## src/core/adc_ctrl_pkg.sv

```systemverilog
package adc_ctrl_pkg;

  // ==========================================================================
  // Register byte addresses
  // ==========================================================================
  localparam logic [7:0] OFS_RESULT_LOW = 8'h00;
  localparam logic [7:0] OFS_RESULT_HIGH = 8'h04;
  localparam logic [7:0] OFS_CONTROL_A = 8'h08;
  localparam logic [7:0] OFS_CONTROL_B = 8'h0C;
  localparam logic [7:0] OFS_TEMP_SENSOR = 8'h10;
  localparam logic [7:0] OFS_BANDGAP = 8'h14;
  localparam logic [7:0] OFS_HOT_CAL_HIGH = 8'h18;
  localparam logic [7:0] OFS_HOT_CAL_LOW = 8'h1C;
  localparam logic [7:0] OFS_INT_STATUS = 8'h20;
  localparam logic [7:0] OFS_INT_MASK = 8'h24;

  // ==========================================================================
  // Field positions
  // ==========================================================================
  localparam int CTRLA_START_BIT = 7;
  localparam int CTRLA_BUSY_BIT = 6;
  localparam int CTRLA_ENABLE_BIT = 5;
  localparam int CTRLA_JUSTIFY_BIT = 4;
  localparam int CTRLA_CHAN_MSB = 3;
  localparam int CTRLA_CHAN_LSB = 0;
  localparam int CTRLB_SRC_MSB = 7;
  localparam int CTRLB_SRC_LSB = 5;
  localparam int CTRLB_REF_MSB = 4;
  localparam int CTRLB_REF_LSB = 3;
  localparam int CTRLB_DIV_MSB = 2;
  localparam int CTRLB_DIV_LSB = 0;
  localparam int INT_DONE_BIT = 0;

  // ==========================================================================
  // Reset values
  // ==========================================================================
  localparam logic [7:0] CONTROL_A_RESET = 8'h00;
  localparam logic [7:0] CONTROL_B_RESET = 8'h00;
  localparam logic [1:0] TEMP_SENSOR_RESET = 2'h2;
  localparam logic BANDGAP_RESET = 1'b0;
  localparam logic [11:0] RESULT_RESET = 12'h000;

  // ==========================================================================
  // Field encodings
  // ==========================================================================
  localparam logic [2:0] SRC_EXTERNAL = 3'h0;
  localparam logic [2:0] SRC_BANDGAP = 3'h1;
  localparam logic [2:0] SRC_TEMP_SENSOR = 3'h2;
  localparam logic [2:0] SRC_AMP_OUTPUT = 3'h3;
  localparam logic [2:0] SRC_AMP_POS_INPUT = 3'h4;
  localparam logic [2:0] SRC_EXTERNAL_ALT1 = 3'h5;
  localparam logic [2:0] SRC_EXTERNAL_ALT2 = 3'h6;
  localparam logic [2:0] SRC_FORBIDDEN = 3'h7;
  localparam logic [1:0] REF_EXTERNAL = 2'h0;
  localparam logic [1:0] REF_TEMP_SENSOR = 2'h2;
  localparam int CHANNEL_COUNT = 8;

  // ==========================================================================
  // AXI response codes
  // ==========================================================================
  localparam logic [1:0] RESP_OKAY = 2'h0;
  localparam logic [1:0] RESP_SLVERR = 2'h2;

endpackage : adc_ctrl_pkg

```

## src/core/adc_clock_divider.sv

```systemverilog
`timescale 1ns/100ps
module adc_clock_divider
  import adc_ctrl_pkg::*;
(
  // Clock and reset
  input wire logic mclk,
  input wire logic rst,
  // Control
  input wire logic enable,
  input wire logic [2:0] divide_code,
  // Conversion clock tick
  output logic tick
);

  logic [6:0] count_r;
  logic [6:0] count_nxt;
  logic [6:0] terminal;
  logic wrap;

  // One tick every two-to-the-code system clocks; code 0 ticks every cycle.
  assign terminal = 7'(({7'h00, 1'b1} << divide_code) - 8'h01);
  assign wrap = (count_r >= terminal);
  assign count_nxt = (!enable || wrap) ? 7'h00 : 7'(count_r + 7'h01);

  always_ff @(posedge mclk or posedge rst)
  begin
    if (rst)
    begin
      count_r <= 7'h00;
      tick <= 1'b0;
    end
    else
    begin
      count_r <= count_nxt;
      tick <= enable && wrap;
    end
  end

endmodule : adc_clock_divider

```

## src/core/adc_control_registers.sv

```systemverilog
`timescale 1ns/100ps
module adc_control_registers
  import adc_ctrl_pkg::*;
(
  // Clock and reset
  input wire logic mclk,
  input wire logic rst,
  // AXI4-Lite write address and data
  input wire logic [7:0] awaddr,
  input wire logic awvalid,
  output logic awready,
  input wire logic [31:0] wdata,
  input wire logic [3:0] wstrb,
  input wire logic wvalid,
  output logic wready,
  // AXI4-Lite write response
  output logic [1:0] bresp,
  output logic bvalid,
  input wire logic bready,
  // AXI4-Lite read
  input wire logic [7:0] araddr,
  input wire logic arvalid,
  output logic arready,
  output logic [31:0] rdata,
  output logic [1:0] rresp,
  output logic rvalid,
  input wire logic rready,
  // Analog conversion core
  output logic converter_enable,
  output logic conv_start,
  output logic conv_clk_tick,
  input wire logic conv_done,
  input wire logic [11:0] conv_data,
  // Input and reference routing
  output logic [7:0] analog_inputs,
  output logic sel_bandgap_voltage,
  output logic sel_temp_sensor_output,
  output logic sel_amplifier_output,
  output logic sel_amplifier_positive_input,
  output logic ref_external,
  output logic ref_supply,
  output logic ref_temp_sensor,
  // Analog block enables and factory value
  output logic temp_sensor_enable,
  output logic bandgap_enable,
  input wire logic [11:0] hot_cal_value,
  // Interrupt
  output logic irq
);

  // ==========================================================================
  // Result formatting
  // ==========================================================================
  // Unused bits of the selected layout are forced to zero.
  function automatic logic [7:0] format_result(
    input logic [11:0] data,
    input logic justify,
    input logic high_byte
  );
    logic [15:0] packed_word;
    packed_word = justify ? {4'h0, data} : {data, 4'h0};
    return high_byte ? packed_word[15:8] : packed_word[7:0];
  endfunction : format_result
  function automatic logic reg_mapped(input logic [7:0] addr);
    return (addr == OFS_RESULT_LOW) || (addr == OFS_RESULT_HIGH) ||
           (addr == OFS_CONTROL_A) || (addr == OFS_CONTROL_B) ||
           (addr == OFS_TEMP_SENSOR) || (addr == OFS_BANDGAP) ||
           (addr == OFS_HOT_CAL_HIGH) || (addr == OFS_HOT_CAL_LOW) ||
           (addr == OFS_INT_STATUS) || (addr == OFS_INT_MASK);
  endfunction : reg_mapped

  // ==========================================================================
  // State
  // ==========================================================================
  logic aw_hold_r;
  logic [7:0] aw_addr_r;
  logic w_hold_r;
  logic [31:0] w_data_r;
  logic [3:0] w_strb_r;
  logic bvalid_r;
  logic [1:0] bresp_r;
  logic rvalid_r;
  logic [31:0] rdata_r;
  logic [1:0] rresp_r;
  logic start_r;
  logic enable_r;
  logic justify_r;
  logic [3:0] chan_r;
  logic busy_r;
  logic busy_nxt;
  logic [2:0] src_r;
  logic [1:0] ref_r;
  logic [2:0] div_r;
  logic [1:0] temp_ctrl_r;
  logic bandgap_r;
  logic [11:0] result_r;
  logic status_r;
  logic status_nxt;
  logic mask_r;
  logic start_pulse_r;

  // ==========================================================================
  // Write channel
  // ==========================================================================
  wire aw_take = awvalid && awready;
  wire w_take = wvalid && wready;
  wire wr_fire = (aw_hold_r || aw_take) && (w_hold_r || w_take) && !bvalid_r;
  wire [7:0] wr_addr = aw_hold_r ? aw_addr_r : awaddr;
  wire [31:0] wr_data = w_hold_r ? w_data_r : wdata;
  wire [3:0] wr_strb = w_hold_r ? w_strb_r : wstrb;
  wire wr_lane = wr_fire && wr_strb[0];
  wire wsel_ctrl_a = (wr_addr == OFS_CONTROL_A);
  wire wsel_ctrl_b = (wr_addr == OFS_CONTROL_B);
  wire wsel_temp = (wr_addr == OFS_TEMP_SENSOR);
  wire wsel_bandgap = (wr_addr == OFS_BANDGAP);
  wire wsel_status = (wr_addr == OFS_INT_STATUS);
  wire wsel_mask = (wr_addr == OFS_INT_MASK);
  wire wr_hit = reg_mapped(wr_addr);
  wire wr_ctrl_a = wr_lane && wsel_ctrl_a;
  wire wr_ctrl_b = wr_lane && wsel_ctrl_b;
  wire new_start = wr_data[CTRLA_START_BIT];
  wire new_enable = wr_data[CTRLA_ENABLE_BIT];
  wire [2:0] new_src = wr_data[CTRLB_SRC_MSB:CTRLB_SRC_LSB];
  assign awready = !aw_hold_r && !bvalid_r;
  assign wready = !w_hold_r && !bvalid_r;
  assign bvalid = bvalid_r;
  assign bresp = bresp_r;
  always_ff @(posedge mclk or posedge rst)
  begin
    if (rst)
    begin
      aw_hold_r <= 1'b0;
      aw_addr_r <= 8'h00;
      w_hold_r <= 1'b0;
      w_data_r <= 32'h0000_0000;
      w_strb_r <= 4'h0;
      bvalid_r <= 1'b0;
      bresp_r <= RESP_OKAY;
    end
    else
    begin
      aw_hold_r <= (aw_hold_r || aw_take) && !wr_fire;
      w_hold_r <= (w_hold_r || w_take) && !wr_fire;
      if (aw_take)
        aw_addr_r <= awaddr;
      if (w_take)
      begin
        w_data_r <= wdata;
        w_strb_r <= wstrb;
      end
      if (wr_fire)
      begin
        bvalid_r <= 1'b1;
        bresp_r <= wr_hit ? RESP_OKAY : RESP_SLVERR;
      end
      else if (bready)
        bvalid_r <= 1'b0;
    end
  end

  // ==========================================================================
  // Read channel
  // ==========================================================================
  wire ar_take = arvalid && arready;
  wire [7:0] ctrl_a_view = {start_r, busy_r, enable_r, justify_r, chan_r};
  wire [7:0] ctrl_b_view = {src_r, ref_r, div_r};
  wire rsel_hit = reg_mapped(araddr);
  wire [7:0] rd_byte =
    (araddr == OFS_RESULT_LOW) ? format_result(result_r, justify_r, 1'b0) :
    (araddr == OFS_RESULT_HIGH) ? format_result(result_r, justify_r, 1'b1) :
    (araddr == OFS_CONTROL_A) ? ctrl_a_view :
    (araddr == OFS_CONTROL_B) ? ctrl_b_view :
    (araddr == OFS_TEMP_SENSOR) ? {6'h00, temp_ctrl_r} :
    (araddr == OFS_BANDGAP) ? {7'h00, bandgap_r} :
    (araddr == OFS_HOT_CAL_HIGH) ? format_result(hot_cal_value, 1'b0, 1'b1) :
    (araddr == OFS_HOT_CAL_LOW) ? format_result(hot_cal_value, 1'b0, 1'b0) :
    (araddr == OFS_INT_STATUS) ? {7'h00, status_r} :
    (araddr == OFS_INT_MASK) ? {7'h00, mask_r} :
    8'h00;

  assign arready = !rvalid_r;
  assign rvalid = rvalid_r;
  assign rdata = rdata_r;
  assign rresp = rresp_r;
  always_ff @(posedge mclk or posedge rst)
  begin
    if (rst)
    begin
      rvalid_r <= 1'b0;
      rdata_r <= 32'h0000_0000;
      rresp_r <= RESP_OKAY;
    end
    else if (ar_take)
    begin
      rvalid_r <= 1'b1;
      rdata_r <= {24'h00_0000, rd_byte};
      rresp_r <= rsel_hit ? RESP_OKAY : RESP_SLVERR;
    end
    else if (rready)
      rvalid_r <= 1'b0;
  end

  // ==========================================================================
  // Conversion control
  // ==========================================================================
  // A start is the write that takes a stored one back to zero with the
  // converter enabled; a start while busy is ignored.
  wire initiate = wr_ctrl_a && start_r && !new_start && new_enable && !busy_r;
  wire done_evt = conv_done && busy_r && enable_r;
  // Clearing the enable aborts a conversion in progress.
  assign busy_nxt = enable_r && (initiate || (busy_r && !done_evt));

  // Results change only on a completion taken while enabled, in the same
  // edge at which busy falls.
  always_ff @(posedge mclk or posedge rst)
  begin
    if (rst)
    begin
      start_r <= CONTROL_A_RESET[CTRLA_START_BIT];
      enable_r <= CONTROL_A_RESET[CTRLA_ENABLE_BIT];
      justify_r <= CONTROL_A_RESET[CTRLA_JUSTIFY_BIT];
      chan_r <= CONTROL_A_RESET[CTRLA_CHAN_MSB:CTRLA_CHAN_LSB];
      busy_r <= CONTROL_A_RESET[CTRLA_BUSY_BIT];
      start_pulse_r <= 1'b0;
      result_r <= RESULT_RESET;
    end
    else
    begin
      if (wr_ctrl_a)
      begin
        start_r <= new_start;
        enable_r <= new_enable;
        justify_r <= wr_data[CTRLA_JUSTIFY_BIT];
        chan_r <= wr_data[CTRLA_CHAN_MSB:CTRLA_CHAN_LSB];
      end
      busy_r <= busy_nxt;
      start_pulse_r <= initiate;
      if (done_evt)
        result_r <= conv_data;
    end
  end

  // ==========================================================================
  // Configuration registers
  // ==========================================================================
  always_ff @(posedge mclk or posedge rst)
  begin
    if (rst)
    begin
      src_r <= CONTROL_B_RESET[CTRLB_SRC_MSB:CTRLB_SRC_LSB];
      ref_r <= CONTROL_B_RESET[CTRLB_REF_MSB:CTRLB_REF_LSB];
      div_r <= CONTROL_B_RESET[CTRLB_DIV_MSB:CTRLB_DIV_LSB];
      temp_ctrl_r <= TEMP_SENSOR_RESET;
      bandgap_r <= BANDGAP_RESET;
      mask_r <= 1'b0;
      status_r <= 1'b0;
    end
    else
    begin
      if (wr_ctrl_b)
      begin
        if (new_src != SRC_FORBIDDEN)
          src_r <= new_src;
        ref_r <= wr_data[CTRLB_REF_MSB:CTRLB_REF_LSB];
        div_r <= wr_data[CTRLB_DIV_MSB:CTRLB_DIV_LSB];
      end
      if (wr_lane && wsel_temp)
        temp_ctrl_r <= wr_data[1:0];
      if (wr_lane && wsel_bandgap)
        bandgap_r <= wr_data[0];
      if (wr_lane && wsel_mask)
        mask_r <= wr_data[INT_DONE_BIT];
      status_r <= status_nxt;
    end
  end

  // ==========================================================================
  // Interrupt
  // ==========================================================================
  // A completion in the clearing cycle keeps the flag set.
  wire status_clear = wr_lane && wsel_status && wr_data[INT_DONE_BIT];
  assign status_nxt = done_evt || (status_r && !status_clear);

  assign irq = status_r && mask_r;

  // ==========================================================================
  // Routing decode
  // ==========================================================================
  wire src_is_external = (src_r == SRC_EXTERNAL) || (src_r == SRC_EXTERNAL_ALT1) ||
                         (src_r == SRC_EXTERNAL_ALT2);
  wire chan_valid = !chan_r[3];
  assign analog_inputs = (src_is_external && chan_valid) ?
                         8'(9'h001 << chan_r[2:0]) : 8'h00;
  assign sel_bandgap_voltage = (src_r == SRC_BANDGAP);
  assign sel_temp_sensor_output = (src_r == SRC_TEMP_SENSOR);
  assign sel_amplifier_output = (src_r == SRC_AMP_OUTPUT);
  assign sel_amplifier_positive_input = (src_r == SRC_AMP_POS_INPUT);
  assign ref_external = (ref_r == REF_EXTERNAL);
  assign ref_temp_sensor = (ref_r == REF_TEMP_SENSOR);
  assign ref_supply = ref_r[0];
  assign converter_enable = enable_r;
  assign conv_start = start_pulse_r;
  assign temp_sensor_enable = temp_ctrl_r[0];
  assign bandgap_enable = bandgap_r;

  // ==========================================================================
  // Conversion clock
  // ==========================================================================
  adc_clock_divider u_clock_divider (
    .mclk(mclk),
    .rst(rst),
    .enable(enable_r),
    .divide_code(div_r),
    .tick(conv_clk_tick)
  );

endmodule : adc_control_registers

```

## config.mk

```make
export PLATFORM = sky130hd
export DESIGN_NAME = adc_control_registers
export DESIGN_NICKNAME = d
export VERILOG_FILES = /design/src/core/adc_ctrl_pkg.sv /design/src/core/adc_clock_divider.sv /design/src/core/adc_control_registers.sv
export SDC_FILE = /design/constraint.sdc
export NUM_CORES = 1
export LEC_CHECK = 0
export CORE_MARGIN = 2
export CORE_UTILIZATION = 65
export CTS_BUF_LIST = sky130_fd_sc_hd__clkbuf_4 sky130_fd_sc_hd__clkbuf_8
export CTS_CLUSTER_SIZE = 10
export DETAILED_ROUTE_END_ITERATION = 6
export DONT_BUFFER_PORTS = 1
export GPL_ROUTABILITY_DRIVEN = 0
export PLACE_DENSITY_LB_ADDON = 0.1
export SLEW_MARGIN = 10
export SYNTH_ARGS = -nofsm -noshare
export SYNTH_HDL_FRONTEND = slang
export SYNTH_SLANG_ARGS = --single-unit
```

## constraint.sdc

```tcl
create_clock -name mclk -period 4.3 [get_ports mclk]
set_input_delay 0 -clock mclk [delete_from_list [all_inputs] [get_ports mclk]]
set_output_delay 0 -clock mclk [all_outputs]
set_load 0.05 [all_outputs]
```

==> results of run 1 <==
[routing by layer]
layer | part of all wire [%] | up-vias | wire length (um) | GRT usage (%)
li1 | - | 1520 | - | -
met1 | 42 | 1556 | 4210 | 37.8
met2 | 48 | 150 | 4770 | 47.4
met3 | 7.4 | 28 | 743 | 6.81
met4 | 2.8 | 0 | 279 | 12.4
met5 | 0 | - | 0 | 0
[through the flow]
step           hold slack [ns]  cell area, um2  setup WS [ns]  instances  power (mW)
2_1_floorplan           0.0964            4390           1.93        430        1.67
3_3_place_gp             0.100            4250           1.70        463        1.74
3_5_place_dp             0.107            4250           1.65        463        1.76
4_1_cts               0.000991            4930           1.42        530        2.30
5_1_grt                 0.0274            4940           1.10        531        2.42
6_report                0.0177            4940           1.25        531        2.30
[worst paths after layout]
check	depth (start not counted)	end
max	6	rdata[1]
min	4	status_r
max reg2reg	6	rdata[1]
min reg2reg	1	u_clock_divider.count_r[0]
max in group asynchronous	3	result_r[2]
min in group asynchronous	3	bandgap_enable
[power by group through the flow]
stage / Clock, mW / Sequential [mW] / Combinational (mW)
floorplan: 0 / 1.02 / 0.649
global placement: 0 / 1.08 / 0.664
detailed placement: 0 / 1.09 / 0.677
CTS: 0.492 / 1.07 / 0.729
global route: 0.521 / 1.10 / 0.800
finish: 0.486 / 1.08 / 0.737
[critical path, cell delays in order, from the launching register on]
cell and delay [ns]:
dfrtp_1 0.63, nor2b_1 0.56, nand3_1 0.15, a211o_1 0.30
dlygate4sd3_1 0.56, a21oi_1 0.18, dlygate4sd3_1 0.60
[synthesized netlist by cell type (all sizes together), types with 3 or more instances]
cell type	n	area [um2]
dfrtp	72	1800
mux2	50	582
buf	33	229
nor2	26	97.6
a21oi	17	85.1
mux2i	17	170
nor3	17	108
o21ai	15	75.1
clkbuf	13	48.8
nand2	13	48.8
a211oi	10	75.1
inv	10	37.5
nor2b	10	62.6
nand3	9	45.0
ha	8	100
nand2b	6	37.5
nand3b	5	37.5
a31oi	4	25.0
mux4	4	90.1
nor3b	4	30.0
o2bb2ai	4	35.0
a2bb2oi	3	26.3
and2	3	18.8
and3	3	18.8
nor4	3	18.8
o21a	3	22.5
xnor2	3	26.3
xor2	3	26.3
[sequential cells by signal (all words and copies together), names as in the netlist, 2 cells and up]
name	cells
u_clock_divider.count_r	7
div_r	3
ref_r	2
temp_ctrl_r	2
rdata	8
chan_r	4
aw_addr_r	8
src_r	3
w_data_r	8
result_r	12
[area by class of cell]
| cell class | count | area, um2 |
|---|---|---|
| Tap cell | 77 | 96.3 |
| Clock inverter | 5 | 31.3 |
| Inverter | 10 | 37.5 |
| Antenna cell | 1 | 2.50 |
| Clock buffer | 11 | 145 |
| Sequential cell | 73 | 1830 |
| Multi-Input combinational cell | 301 | 2270 |
| Fill cell | 427 | 1450 |
| Timing Repair Buffer | 53 | 526 |
[logic make-up after synthesis]
family / Yosys count / synth area share [%]
compound gates: 72 / 11.0
xor+xnor: 6 / 1.22
fa+ha+maj: 8 / 2.33
buf+inv: 56 / 7.33
flops: 73 / 42.5
mux: 71 / 19.6
other cells: 1 / 0.0872
simple gates: 118 / 15.9
==> impl_results.md, run 1 <==
* WS Path Type: reg -> reg
* Primary FF master, synth: dfrtp_1
* Core region area at 6390 um2
* Hold_buf cts at 51
* Port Buffer Count at 0
* Post-synth EDFFs at 0
* Max VDD drop at 406 uV
* Final Max Tran Viols at 0
* CP Max Fanout at 12
* Worst skew pair latency at between 0.3 and 0.4 ns
* Antenna violations before repair at 1
* Part of the Yosys area used for sequential elements at 42.5%
* R2R Setup Slk at about 1.3 ns
* Die width at about 85 um
* Crit path launch: justify_r
* CP Launch Type: register
* Ys Warns at 0
* Fin nets at 540
* Worst hold path type: in -> reg
* Clk slew on worst S/H paths at ~0.080 ns
* Starting Density at around 67%
* Clk_skew at approximately 0.007 ns
* R2r startpoint: justify_r
* Util after Layout at between 70% and 80%
* Via count at 3254
* Critical path required time at 4.58 ns
* First-pass GRT wire length at about 16000 um
* Syn Std Cell Area at around 4300 um2
* Die Area at 7280 um2
* Clock Path Buffers at 2
* CP arrival at 3.33 ns
* Post-DP HPWL at about 6600 um
* Netlist cell types at just under 60
* Syn-to-layout area delta at 14.8%
* Maximum clock frequency at around 0.33 GHz
* Largest net degree at the start of global routing at 74
* Final hold violation count at 0
* CTS tree: done
* Most frequent cells in the layout: dfrtp_1 (72), dlygate4sd3_1 (51), mux2_2 (45)
* Residual overflow from global routing at 0
* WL/cell at approximately 19 um
* Cts bufs inserted at 9
* Static Leak at 2.12 nW
* Post-CTS Setup Bufs at 0
* Remaining antenna violation count after routing at 0
* Min Tclk post-route at 3.05 ns
* Setup TNS at 0 ns
* Synth Register Bits at 73
* Initial DRC Count at 220
* Fraction of registers with async set/reset at 100%
* Root buf cell: clkbuf_8
* Vias in the first global route at around 3300
* Via density at slightly above 6
* Die height at 85.3 um
* Logic pwr share at between 30% and 40%
* Net Switching at between 0.9 and 1 mW
* HP Start: awaddr[3]
* Worst setup EP type: register
* Pwr Density at roughly 470 nW/um2
* Drt pass-1 iters at 4
* Pint at 1.37 mW
* Slew margin rel. at 37.6%
* GRT Resource Usage Total at 29.2%
* Commonest non-fill, non-tap cell in the layout: dfrtp_1
* Synthesized area per cell at roughly 11 um2
* H-tree Lvls at 3
* Worst-margin pin slew at a little over 0.9 ns
* Detailed Route WL at 10000 um
* Cts repair resizes at 0
* Max Cap Viol at 0
* # rows at 29
* Final setup violation count at 0
* Io pins at 146
* Clock group share of total power at between 20% and 30%
* Final Cycle Share at 70.9%
* Status: finished clean
* Unrepaired setup endpoints after global routing: false
* Clock sink count at 73
* Syn Inst Count at between 400 and 500
* Post-route DRC at 0
* Layout cell share with drive strength beyond 1 at 17.9%
* Sequential power share at between 40% and 50%
* Sw Share at between 40% and 50%
(Power assumes the default switching activity.)
==> run 2, diff against run 1 <==
--- a/config.mk
+++ b/config.mk
@@ -6,7 +6,7 @@
 export NUM_CORES = 1
 export LEC_CHECK = 0
 export CORE_MARGIN = 2
-export CORE_UTILIZATION = 65
+export CORE_UTILIZATION = 60
 export CTS_BUF_LIST = sky130_fd_sc_hd__clkbuf_4 sky130_fd_sc_hd__clkbuf_8
 export CTS_CLUSTER_SIZE = 10
 export DETAILED_ROUTE_END_ITERATION = 6
==> constraint.sdc (replaced) <==
create_clock -name mclk -period 2.5 [get_ports mclk]
set_input_delay 0 -clock mclk [delete_from_list [all_inputs] [get_ports mclk]]
set_output_delay 0 -clock mclk [all_outputs]
set_load 0.05 [all_outputs]
==> impl_results.md, run 2 (synthesized netlist as in run 1, its figures left out) <==
* # rows at 30 (was 29)
* CTS tree: done (unchanged)
* Post-CTS Setup Bufs at 0 (unchanged)
* Top reg by flops: result_r (unchanged)
* Worst setup EP type: register (unchanged)
* Worst skew pair latency at 0.35 ns (about the same)
* Final Cycle Share at 94.1% (was 70.9%)
* Antenna violations before repair at 2 (was 1)
* CP Launch Type: register (unchanged)
* Util after Layout at 75.0% (was 77.3%)
* Setup ws final at 0.147 ns (was 1.25 ns)
* Clk_skew at 0.00790 ns (was 0.00697 ns)
* Clock Path Buffers at 2 (unchanged)
* Via count at 3300 (was 3254)
* WS Path Type: reg -> reg (unchanged)
* Die width at 88.7 um (was 85.3 um)
* Drt pass-1 iters at 4 (unchanged)
* Commonest non-fill, non-tap cell in the layout: dfrtp_1 (unchanged)
* Layout cell share with drive strength beyond 1 at 22.3% (was 17.9%)
* Residual overflow from global routing at 0 (unchanged)
* Slew margin rel. at 39.5% (was 37.6%)
* Post-route DRC at 0 (unchanged)
* Final Non-Filler Cells at 574 (was 531)
* Pwr Density at 812 nW/um2 (was 466 nW/um2)
* Vias in the first global route at 3404 (was 3258)
* Die height at 88.7 um (was 85.3 um)
* Max VDD drop at 828 uV (was 406 uV)
* Unrepaired setup endpoints after global routing: false (unchanged)
* Io pins at 146 (unchanged)
* Clock sink count at 73 (unchanged)
* Final hold violation count at 0 (unchanged)
* Min Tclk post-route at 2.35 ns (was 3.05 ns)
* Remaining antenna violation count after routing at 0 (unchanged)
* Flip-flop count of the largest register, all copies and words added at 12 (unchanged)
* Cells after DPL at 506 (was 463)
* Layout filler cell count at 505 (was 427)
* Max Cap Viol at 0 (unchanged)
* Worst hold path type: in -> reg (unchanged)
* Largest net degree at the start of global routing at 39 (was 74)
* Die Area at 7860 um2 (was 7280 um2)
* First-pass GRT wire length at 16400 um (was 16300 um)
* WL/cell at 18.0 um (was 18.8 um)
* Multi-input logic area at 2270 um2 (about the same)
* Total area of sequential cells at 1830 um2 (about the same)
* Syn-to-layout area delta at 19.8% (was 14.8%)
* Status: finished clean (unchanged)
* Most frequent cells in the layout: dfrtp_1 (70), dlygate4sd3_1 (50), mux2_2 (45) (was dfrtp_1 (72), dlygate4sd3_1 (51), mux2_2 (45))
* Critical path required time at 2.75 ns (was 4.58 ns)
* H-tree Lvls at 3 (unchanged)
* Setup TNS at 0 ns (unchanged)
* Clk slew on worst S/H paths at 0.08 ns (about the same)
* CP Max Fanout at 13 (was 12)
* Cts bufs inserted at 9 (unchanged)
* Worst-margin pin slew at 0.904 ns (was 0.935 ns)
* Detailed Route WL at 10300 um (was 10000 um)
* Final Max Tran Viols at 0 (unchanged)
* CP arrival at 2.60 ns (was 3.33 ns)
* Post-DP HPWL at 7150 um (was 6550 um)
* Fin nets at 563 (was 540)
* Place WS at 0.187 ns (was 1.65 ns)
* GRT Resource Usage Total at 27.8% (was 29.2%)
* Final setup violation count at 0 (unchanged)
* Root buf cell: clkbuf_8 (unchanged)
* Initial DRC Count at 145 (was 220)
* Via density at 5.75 (was 6.13)
* Core region area at 6870 um2 (was 6390 um2)
* Port Buffer Count at 0 (unchanged)
* Maximum clock frequency at 0.425 GHz (was 0.328 GHz)
* Static Leak at 2.24 nW (was 2.12 nW)
* Starting Density at 62.6% (was 67.3%)
[run 2: where the power goes]
group          switching [mW]  internal, mW  leakage [nW]
clock network           0.446         0.481         0.102
logic                   0.856         0.630          1.21
registers               0.341          1.43         0.933
total                    1.64          2.54          2.24
[run 2: repair_timing]
item	in CTS	in global routing
hold endpoints to repair	95	0
hold buffers	50	0
setup endpoints to repair	0	1
resized for setup	0	2
[run 2: final cells by class]
| type | instances | area share (%) |
|---|---|---|
| Tap cell | 96 | 2.33 |
| Clock buffer | 10 | 2.67 |
| Antenna cell | 2 | 0.0972 |
| Inverter | 10 | 0.729 |
| Multi-Input combinational cell | 301 | 44.0 |
| Clock inverter | 6 | 1.12 |
| Sequential cell | 73 | 35.5 |
| Timing Repair Buffer | 76 | 13.5 |
[run 2: critical path, stage by stage (launching register included)]
cell and delay [ns]:
dfrtp_2 0.52, nor2b_1 0.15, buf_4 0.20, o221ai_1 0.12, dlygate4sd3_1 0.55, o21ai_0 0.06
dlygate4sd3_1 0.56, a21oi_1 0.06
[run 2: stage by stage]
stage | power [mW] | cell area, um2 | hold WS, ns
5_1_grt | 4.41 | 5150 | 0.0361
3_3_place_gp | 3.12 | 4450 | 0.0670
4_1_cts | 4.18 | 5140 | 0.00670
3_5_place_dp | 3.16 | 4450 | 0.0758
6_report | 4.18 | 5150 | 0.0256
2_1_floorplan | 2.87 | 4390 | 0.0964
[run 2: metal layers]
layer	part of all wire (%)	global-route usage (%)
met2	49	45.3
met4	1.9	8.95
met1	42	35.5
met5	0	0
met3	6.7	8.58
[run 2: worst paths after layout]
check	startpoint	to	slack (ns)	cells after the start
setup / recovery	rvalid	rdata[1]	0.15	7
hold / removal	araddr[5]	rdata[3]	0.03	3
setup reg to reg	rvalid	rdata[1]	0.15	7
min in group asynchronous	rst	result_r[6]	0.26	2
max in group asynchronous	rst	w_data_r[3]	1.48	3
hold reg to reg	u_clock_divider.count_r[0]	u_clock_divider.count_r[0]	0.49	1
